File: src/common/mim_pkg.sv
// shared constants, types and helpers for the monitor mask and auxiliary registers
package mim_pkg;
    localparam logic [6:0] ADDR_MGMT_MASK_LOW = 7'h43;
    localparam logic [6:0] ADDR_MGMT_MASK_HIGH = 7'h44;
    localparam logic [6:0] ADDR_HOST_MASK_LOW = 7'h45;
    localparam logic [6:0] ADDR_HOST_MASK_HIGH = 7'h46;
    localparam logic [6:0] ADDR_VID_DIVISOR = 7'h47;
    localparam logic [6:0] ADDR_SERIAL_ADDRESS = 7'h48;

    localparam logic [7:0] RST_MGMT_MASK_LOW = 8'h00;
    localparam logic [7:0] RST_MGMT_MASK_HIGH = 8'h00;
    localparam logic [7:0] RST_HOST_MASK_LOW = 8'h00;
    localparam logic [6:0] RST_HOST_MASK_HIGH = 7'h40;
    localparam logic [3:0] RST_DIVISOR_FIELD = 4'h5;
    localparam logic [6:0] RST_SERIAL_ADDRESS = 7'h2d;

    localparam int POS_RESET_PERMIT = 7;
    localparam int POS_CHASSIS_CLEAR = 7;
    localparam int POS_VID = 0;
    localparam int POS_TACH_1_DIV = 4;
    localparam int POS_TACH_2_DIV = 6;

    localparam int unsigned CLOCK_HZ = 20000000;
    localparam int unsigned PULSE_MS = 20;
    // least time: exact here, so no rounding needed
    localparam int unsigned PULSE_CYCLES = (CLOCK_HZ / 1000) * PULSE_MS;

    typedef enum logic [1:0] {
        MIM_IDLE = 2'b01,
        MIM_PULSE = 2'b10
    } mim_pulse_state_t;

    typedef struct packed {
        logic [6:0] high;
        logic [7:0] low;
    } mim_status_t;

    typedef struct packed {
        logic mgmt_en;
        logic host_en;
        logic nmi_sel;
        logic int_clear;
    } mim_cfg_t;

    function automatic logic mim_reg_hit(input logic [6:0] addr, input logic [6:0] target);
        mim_reg_hit = (addr == target);
    endfunction : mim_reg_hit

    function automatic logic mim_any_set(input logic [14:0] v);
        mim_any_set = |v;
    endfunction : mim_any_set
endpackage : mim_pkg

File: src/hw/mim_pulse_timer.sv
// fixed-length active-low pulse generator with end-of-pulse strobe
`timescale 1ns/10ps
module mim_pulse_timer #(
    parameter int unsigned CYCLES = mim_pkg::PULSE_CYCLES
) (
    input wire logic clock,
    input wire logic reset_n,
    input wire logic start,
    output logic pulse_n,
    output logic drive,
    output logic done
);
    localparam int CW = $clog2(CYCLES + 1);
    localparam logic [CW-1:0] LAST = CW'(CYCLES - 1);

    mim_pkg::mim_pulse_state_t state_q, state_d;
    logic [CW-1:0] count_q, count_d;
    logic pulse_n_q, pulse_n_d, drive_q, drive_d, done_q, done_d;

    always_comb
    begin
        state_d = state_q;
        count_d = count_q;
        done_d = 1'b0;
        case (state_q)
            mim_pkg::MIM_IDLE:
            begin
                // a start here is accepted, so a request landing on the done cycle is kept
                if (start)
                begin
                    state_d = mim_pkg::MIM_PULSE;
                    count_d = '0;
                end
            end
            mim_pkg::MIM_PULSE:
            begin
                if (count_q == LAST)
                begin
                    state_d = mim_pkg::MIM_IDLE;
                    done_d = 1'b1;
                end
                else
                begin
                    count_d = count_q + 1'b1;
                end
            end
            default:
            begin
                state_d = mim_pkg::MIM_IDLE;
            end
        endcase
        drive_d = (state_d == mim_pkg::MIM_PULSE);
        pulse_n_d = !drive_d;
    end

    always_ff @(posedge clock or negedge reset_n)
    begin
        if (!reset_n)
        begin
            state_q <= mim_pkg::MIM_IDLE;
            count_q <= '0;
            pulse_n_q <= 1'b1;
            drive_q <= 1'b0;
            done_q <= 1'b0;
        end
        else
        begin
            state_q <= state_d;
            count_q <= count_d;
            pulse_n_q <= pulse_n_d;
            drive_q <= drive_d;
            done_q <= done_d;
        end
    end

    assign pulse_n = pulse_n_q;
    assign drive = drive_q;
    assign done = done_q;

    logic [CW:0] low_run_q;
    always_ff @(posedge clock or negedge reset_n)
    begin
        if (!reset_n)
            low_run_q <= '0;
        else if (!pulse_n_q)
            low_run_q <= low_run_q + 1'b1;
        else
            low_run_q <= '0;
    end
endmodule : mim_pulse_timer

File: src/hw/mim_irq_route.sv
// gates latched status through a mask onto one registered interrupt pin
`timescale 1ns/10ps
module mim_irq_route (
    input wire logic clock,
    input wire logic reset_n,
    input wire logic [14:0] status,
    input wire logic [14:0] mask,
    input wire logic enable,
    input wire logic active_high,
    output logic irq_out
);
    logic [14:0] gated;
    logic fire;
    logic irq_q, irq_d;

    genvar i;
    generate
        for (i = 0; i < 15; i++)
        begin : g_gate
            // the mask only steers routing; status itself stays untouched
            assign gated[i] = status[i] & ~mask[i];
        end
    endgenerate

    always_comb
    begin
        fire = enable && mim_pkg::mim_any_set(gated);
        irq_d = active_high ? fire : !fire;
    end

    always_ff @(posedge clock or negedge reset_n)
    begin
        if (!reset_n)
            irq_q <= 1'b1;
        else
            irq_q <= irq_d;
    end

    assign irq_out = irq_q;
endmodule : mim_irq_route

File: src/hw/mim_irq_mask_regs.sv
// interrupt masks, divisor, address registers with reset and chassis-clear pulses
// What this block does
// - register 43h masks low status sources from the management interrupt
// - register 44h bits 6:0 mask high status sources from management interrupt
// - register 45h masks low status sources from the host interrupt
// - register 46h bits 6:0 mask high status sources from host interrupt
// - masks 43h, 44h, 45h reset to zero
// - mask 46h resets to 40h, chained input masked from host interrupt
// - bit 7 of 44h permits the configuration reset pulse
// - writing one to 46h bit 7 pulses chassis pin low 20 ms, self-clears
// - 47h bits 3:0 read the voltage-id inputs, read-only
// - 47h bits 5:4 pick tach_1 divisor 1, 2, 4 or 8
// - 47h bits 7:6 pick tach_2 divisor 1, 2, 4 or 8
// - 47h bits 7:4 reset to 0101, both divisors by two
// - 48h holds 7-bit serial address, default 2Dh, bit 7 reads zero
// - each interrupt output works only while its enable bit is set
// - a configuration bit picks NMI or IRQ signalling for host output
// - configuration reset with permit set drives reset low 20 ms, self-clears
// - status bits are latched limit violations from outside this block
`timescale 1ns/10ps
module mim_irq_mask_regs #(
    parameter int unsigned PULSE_CYCLES = mim_pkg::PULSE_CYCLES
) (
    input wire logic clock,
    input wire logic reset_n,
    input wire logic [6:0] reg_addr,
    input wire logic [7:0] reg_wdata,
    input wire logic reg_wr,
    input wire logic reg_rd,
    output logic [7:0] reg_rdata,
    output logic reg_hit,
    input wire mim_pkg::mim_status_t status,
    input wire mim_pkg::mim_cfg_t cfg,
    input wire logic cfg_reset_write,
    input wire logic [3:0] cpu_voltage_id,
    output logic mgmt_irq_out_n,
    output logic host_irq_out,
    output logic cfg_reset_bit,
    output logic reset_out_n,
    output logic chassis_pin_o,
    output logic chassis_pin_oe,
    output logic reset_pulse_permit,
    output logic [1:0] tach_1_div,
    output logic [1:0] tach_2_div,
    output logic [6:0] serial_address
);
    logic [7:0] mgmt_mask_low_q, mgmt_mask_low_d;
    logic [7:0] mgmt_mask_high_q, mgmt_mask_high_d;
    logic [7:0] host_mask_low_q, host_mask_low_d;
    logic [6:0] host_mask_high_q, host_mask_high_d;
    logic chassis_clear_q, chassis_clear_d;
    logic cfg_reset_bit_q, cfg_reset_bit_d;
    logic [3:0] divisor_q, divisor_d;
    logic [6:0] serial_address_q, serial_address_d;
    logic [7:0] rdata_q, rdata_d;
    logic hit_q, hit_d;

    logic wr_mgmt_low, wr_mgmt_high, wr_host_low, wr_host_high, wr_div, wr_addr;
    logic chassis_start, reset_start;
    logic chassis_pulse_n, chassis_drive, chassis_done;
    logic reset_pulse_n, reset_done;

    always_comb
    begin
        wr_mgmt_low = reg_wr && mim_pkg::mim_reg_hit(reg_addr, mim_pkg::ADDR_MGMT_MASK_LOW);
        wr_mgmt_high = reg_wr && mim_pkg::mim_reg_hit(reg_addr, mim_pkg::ADDR_MGMT_MASK_HIGH);
        wr_host_low = reg_wr && mim_pkg::mim_reg_hit(reg_addr, mim_pkg::ADDR_HOST_MASK_LOW);
        wr_host_high = reg_wr && mim_pkg::mim_reg_hit(reg_addr, mim_pkg::ADDR_HOST_MASK_HIGH);
        wr_div = reg_wr && mim_pkg::mim_reg_hit(reg_addr, mim_pkg::ADDR_VID_DIVISOR);
        wr_addr = reg_wr && mim_pkg::mim_reg_hit(reg_addr, mim_pkg::ADDR_SERIAL_ADDRESS);
        // a write of one while the pulse runs is absorbed by the running pulse
        chassis_start = wr_host_high && reg_wdata[mim_pkg::POS_CHASSIS_CLEAR];
        // without the permit bit the command is dropped and the bit never sets
        reset_start = cfg_reset_write && mgmt_mask_high_q[mim_pkg::POS_RESET_PERMIT];
    end

    always_comb
    begin
        mgmt_mask_low_d = wr_mgmt_low ? reg_wdata : mgmt_mask_low_q;
        mgmt_mask_high_d = wr_mgmt_high ? reg_wdata : mgmt_mask_high_q;
        host_mask_low_d = wr_host_low ? reg_wdata : host_mask_low_q;
        host_mask_high_d = wr_host_high ? reg_wdata[6:0] : host_mask_high_q;
        divisor_d = wr_div ? reg_wdata[7:4] : divisor_q;
        serial_address_d = wr_addr ? reg_wdata[6:0] : serial_address_q;
        // set wins over the end-of-pulse clear
        if (chassis_start)
            chassis_clear_d = 1'b1;
        else if (chassis_done)
            chassis_clear_d = 1'b0;
        else
            chassis_clear_d = chassis_clear_q;
        if (reset_start)
            cfg_reset_bit_d = 1'b1;
        else if (reset_done)
            cfg_reset_bit_d = 1'b0;
        else
            cfg_reset_bit_d = cfg_reset_bit_q;
    end

    always_comb
    begin
        hit_d = hit_q;
        rdata_d = rdata_q;
        if (reg_rd)
        begin
            hit_d = 1'b1;
            case (reg_addr)
                mim_pkg::ADDR_MGMT_MASK_LOW: rdata_d = mgmt_mask_low_q;
                mim_pkg::ADDR_MGMT_MASK_HIGH: rdata_d = mgmt_mask_high_q;
                mim_pkg::ADDR_HOST_MASK_LOW: rdata_d = host_mask_low_q;
                mim_pkg::ADDR_HOST_MASK_HIGH: rdata_d = {chassis_clear_q, host_mask_high_q};
                // voltage-id is sampled live, never stored
                mim_pkg::ADDR_VID_DIVISOR: rdata_d = {divisor_q, cpu_voltage_id};
                mim_pkg::ADDR_SERIAL_ADDRESS: rdata_d = {1'b0, serial_address_q};
                default:
                begin
                    rdata_d = 8'h00;
                    hit_d = 1'b0;
                end
            endcase
        end
    end

    always_ff @(posedge clock or negedge reset_n)
    begin
        if (!reset_n)
        begin
            mgmt_mask_low_q <= mim_pkg::RST_MGMT_MASK_LOW;
            mgmt_mask_high_q <= mim_pkg::RST_MGMT_MASK_HIGH;
            host_mask_low_q <= mim_pkg::RST_HOST_MASK_LOW;
            host_mask_high_q <= mim_pkg::RST_HOST_MASK_HIGH;
            chassis_clear_q <= 1'b0;
            cfg_reset_bit_q <= 1'b0;
            divisor_q <= mim_pkg::RST_DIVISOR_FIELD;
            serial_address_q <= mim_pkg::RST_SERIAL_ADDRESS;
            rdata_q <= 8'h00;
            hit_q <= 1'b0;
        end
        else
        begin
            mgmt_mask_low_q <= mgmt_mask_low_d;
            mgmt_mask_high_q <= mgmt_mask_high_d;
            host_mask_low_q <= host_mask_low_d;
            host_mask_high_q <= host_mask_high_d;
            chassis_clear_q <= chassis_clear_d;
            cfg_reset_bit_q <= cfg_reset_bit_d;
            divisor_q <= divisor_d;
            serial_address_q <= serial_address_d;
            rdata_q <= rdata_d;
            hit_q <= hit_d;
        end
    end

    mim_pulse_timer #(
        .CYCLES(PULSE_CYCLES)
    ) u_chassis_timer (
        .clock(clock),
        .reset_n(reset_n),
        .start(chassis_start),
        .pulse_n(chassis_pulse_n),
        .drive(chassis_drive),
        .done(chassis_done)
    );

    mim_pulse_timer #(
        .CYCLES(PULSE_CYCLES)
    ) u_reset_timer (
        .clock(clock),
        .reset_n(reset_n),
        .start(reset_start),
        .pulse_n(reset_pulse_n),
        .drive(),
        .done(reset_done)
    );

    // status arrives already latched from the limit comparators
    mim_irq_route u_mgmt_route (
        .clock(clock),
        .reset_n(reset_n),
        .status(status),
        .mask({mgmt_mask_high_q[6:0], mgmt_mask_low_q}),
        .enable(cfg.mgmt_en && !cfg.int_clear),
        .active_high(1'b0),
        .irq_out(mgmt_irq_out_n)
    );

    mim_irq_route u_host_route (
        .clock(clock),
        .reset_n(reset_n),
        .status(status),
        .mask({host_mask_high_q, host_mask_low_q}),
        .enable(cfg.host_en && !cfg.int_clear),
        .active_high(cfg.nmi_sel),
        .irq_out(host_irq_out)
    );

    assign reg_rdata = rdata_q;
    assign reg_hit = hit_q;
    assign cfg_reset_bit = cfg_reset_bit_q;
    assign reset_out_n = reset_pulse_n;
    assign chassis_pin_o = chassis_pulse_n;
    assign chassis_pin_oe = chassis_drive;
    assign reset_pulse_permit = mgmt_mask_high_q[mim_pkg::POS_RESET_PERMIT];
    assign tach_1_div = divisor_q[mim_pkg::POS_TACH_1_DIV-4 +: 2];
    assign tach_2_div = divisor_q[mim_pkg::POS_TACH_2_DIV-4 +: 2];
    assign serial_address = serial_address_q;

    // sources left open by each mask pair, for the checks below
    logic [14:0] mgmt_open, host_open;
    assign mgmt_open = status & ~{mgmt_mask_high_q[6:0], mgmt_mask_low_q};
    assign host_open = status & ~{host_mask_high_q, host_mask_low_q};
endmodule : mim_irq_mask_regs

File: config.mk
export PLATFORM = sky130hd
export DESIGN_NAME = mim_irq_mask_regs
export DESIGN_NICKNAME = d
export VERILOG_FILES = /design/src/common/mim_pkg.sv /design/src/hw/mim_pulse_timer.sv /design/src/hw/mim_irq_route.sv /design/src/hw/mim_irq_mask_regs.sv
export SDC_FILE = /design/constraint.sdc
export NUM_CORES = 1
export LEC_CHECK = 0
export BUFFER_PORTS_ARGS = -buffer_cell sky130_fd_sc_hd__buf_2
export CORE_UTILIZATION = 25
export CTS_BUF_LIST = sky130_fd_sc_hd__clkbuf_2 sky130_fd_sc_hd__clkbuf_4 sky130_fd_sc_hd__clkbuf_8
export DETAILED_ROUTE_END_ITERATION = 10
export PLACE_DENSITY = 0.47
export SETUP_SLACK_MARGIN = 0.1
export SLEW_MARGIN = 40
export SYNTH_ARGS = -nofsm -noshare
export SYNTH_HDL_FRONTEND = slang
export SYNTH_HIERARCHICAL = 1
export SYNTH_SLANG_ARGS = --single-unit
File: constraint.sdc
create_clock -name clock -period 2.1 [get_ports clock]
set_clock_uncertainty 0.2 [all_clocks]
set_input_delay 0.105 -clock clock [delete_from_list [all_inputs] [get_ports clock]]
set_output_delay 0.105 -clock clock [all_outputs]
set_load 0.05 [all_outputs]
==> results.py <==
metrics = {
    "synthesis": {
        "syn_area_mm2": 0.005554,
        "syn_avg_cell_area_um2": 10.93,
        "syn-num-nets": 557,
        "yosys_warnings": 6,
        "syn_inst": 508,
    },
    "global_routing": {
        "overflow": 0,
        "antenna_found_initial": 0,
        "grt_pass1_vias": 4752,
        "grtUsageTotal_pct": 14.04,
        "grt_max_degree": 41,
        "grt_pass1_wl_mm": 24.89,
    },
    "die": {
        "fp.dieW_um": 151.1,
        "dieArea_mm2": 0.02282,
        "io_pins": 70,
        "fp-row-count": 54,
        "fp.dieH_um": 151.1,
        "fp.coreArea_mm2": 0.02182,
        "start_util_pct": 25.45,
    },
    "critical_path": {
        "crit_type": "flop to flop",
        "cp-end-kind": "flop",
        "cp_top_family": "simple AND/OR/NAND/NOR gates",
        "slowest_stage": "or4b_4",
        "r2r_cells": 6,
        "crit_fanout": 8,
        "cp.required_ns": 2.18,
        "worst_setup_path_start_kind": "flop",
        "rr_endpoint": "u_chassis_timer/count_q[0]$_DFFE_PN0P_",
        "path_cells": "or4b_4, nor3b_2, and4_1, buf_6, or4_4, nand3_2",
        "r2r_slack_ns": 0.04,
        "cp.arrival_ns": 2.14,
        "worstReg2RegStart": "u_chassis_timer/count_q[7]$_DFFE_PN0P_",
        "cp_num_buf_inv": 1,
        "critPathMaxStageDelay_ns": 0.55,
    },
    "detailed_routing": {
        "wirelength_mm": 15.78,
        "drt_iter0_drc": 159,
        "wl_per_cell_um": 16.70,
        "first_pass_iters": 4,
        "vias": 4584,
        "ant_nets": 0,
        "drc": 0,
        "viasPerCell": 4.851,
    },
    "sta": {
        "tightest_slew_ns": 0.5757,
        "setup_violations": 0,
        "rsz0062_at_grt": "true",
        "fmax_mhz": 486.4,
        "post-route-period-util_pct": 97.91,
        "fin_crit_ns": 2.056,
        "finalHoldViolCount": 0,
        "slew_headroom_pct": 61.62,
        "drv_slew": 0,
        "hold_slack_ns": 0.04215,
    },
    "outcome": {
        "outcome": "complete, no violations",
    },
    "clock_tree": {
        "cts_max_level": 3,
        "numCtsBuffers": 9,
        "cts.path.max_buffers": 2,
        "cts_tree": "yes",
        "clk_pin_slew_ns": 0.11,
        "clock-root-buffer": "clkbuf_8",
        "clock_latency_ns": 0.38,
        "cts_sinks": 102,
    },
    "placement": {
        "dpl.hpwl_mm": 11.41,
        "gp_congestion": 0.8415,
        "io_buffers": 69,
    },
    "pwr": {
        "static-leakage-power_nw": 3.274,
        "total_power_mw": 4.904,
        "power_density_mw_per_mm2": 658.4,
        "peakVddDrop_v": 0.0003087,
    },
    "cells_and_area": {
        "final_cell_mix": "dfrtp_1, buf_4, buf_2",
        "drive_above_1_share_pct": 44.21,
        "fillCellCount": 2180,
        "antenna_cells": 0,
        "mostFrequentLayoutCell": "dfrtp_1",
        "nNetsFinal": 709,
        "area_delta_synth_final_pct": 34.11,
    },
    "min_path": {
        "hold_class": "primary input to async pin",
    },
    "job": {
        "maxCapViolCount": 0,
    },
}
-- flip-flops by register name (all words and copies together) (netlist names), 4 cells and up --
register and flops:
host_mask_high_q 7, u_reset_timer/count_q 19, mgmt_mask_high_q 8, divisor_q 4
serial_address 7, mgmt_mask_low_q 8, reg_rdata 8, u_chassis_timer/count_q 19
host_mask_low_q 8
-- per-layer routing --
metal | wire, um | GRT usage [%] | vias to the layer above
met2 | 7938 | 24.11 | 90
met5 | 0 | 0 | -
met4 | 214 | 4.750 | 0
met3 | 542 | 2.139 | 17
li1 | - | - | 2205
met1 | 7084 | 17.87 | 2272
-- timing repair --
item	in CTS	in global routing
buffers inserted	8	12
endpoints found under the hold margin	147	0
setup endpoints to repair	32	38
pin swaps	13	15
gates resized for setup	17	40
hold buffers	16	0
-- worst max-delay path by stage --
stage | start | end | slack, ns | depth (start not counted)
4_1_cts | u_chassis_timer/count_q[7]$_DFFE_PN0P_ | u_chassis_timer/count_q[7]$_DFFE_PN0P_ | 0.02 | 6
5_1_grt | u_chassis_timer/count_q[7]$_DFFE_PN0P_ | u_chassis_timer/count_q[1]$_DFFE_PN0P_ | -0.02 | 6
3_5_place_dp | u_chassis_timer/count_q[7]$_DFFE_PN0P_ | u_chassis_timer/count_q[7]$_DFFE_PN0P_ | -0.04 | 6
3_3_place_gp | u_reset_timer/count_q[7]$_DFFE_PN0P_ | u_reset_timer/count_q[3]$_DFFE_PN0P_ | 0.04 | 5
6_report | u_chassis_timer/count_q[7]$_DFFE_PN0P_ | u_chassis_timer/count_q[0]$_DFFE_PN0P_ | 0.04 | 6
2_1_floorplan | u_chassis_timer/state_q[0]$_DFF_PN1_ | u_chassis_timer/count_q[6]$_DFFE_PN0P_ | 0.09 | 9
-- cell type report --
type	count	area [um2]	share of cell area (%)
clock buffer	11	138.9	1.865
clock inverter	5	83.83	1.125
inverter	36	135.1	1.814
multi-input combinational	347	2999	40.27
sequential	102	2571	34.52
tap	280	350.3	4.704
timing repair buffer	164	1170	15.71
-- power breakdown --
group	switching, mW	leakage [nW]	internal (mW)	total (mW)
Combinational	0.619	1.85	0.546	1.17
Sequential	0.154	1.31	2.16	2.32
Clock	0.719	0.107	0.701	1.42
Total	1.49	3.27	3.41	4.90
-- metrics by stage --
stage / utilization (%) / area, um2 / TNS (ns) / setup WS, ns / cells
2_1_floorplan: - / 5633 / 0 / 0.09194 / 508
4_1_cts: 32.81 / 7159 / 0 / 0.02426 / 933
3_5_place_dp: 30.44 / 6644 / -0.07573 / -0.04009 / 893
6_report: 34.13 / 7448 / 0 / 0.04396 / 945
5_1_grt: 34.13 / 7448 / -0.05500 / -0.02117 / 945
3_3_place_gp: 30.44 / 6644 / 0 / 0.03750 / 893
-- worst reg2reg max path: cells and delay by family, from the launching register on --
family / cells / cell delay [ns]
flip-flops: 1 / 0.44
AND/OR/NAND/NOR: 5 / 1.17
buffers and inverters: 1 / 0.15
Power figures use the tool's default switching activity.
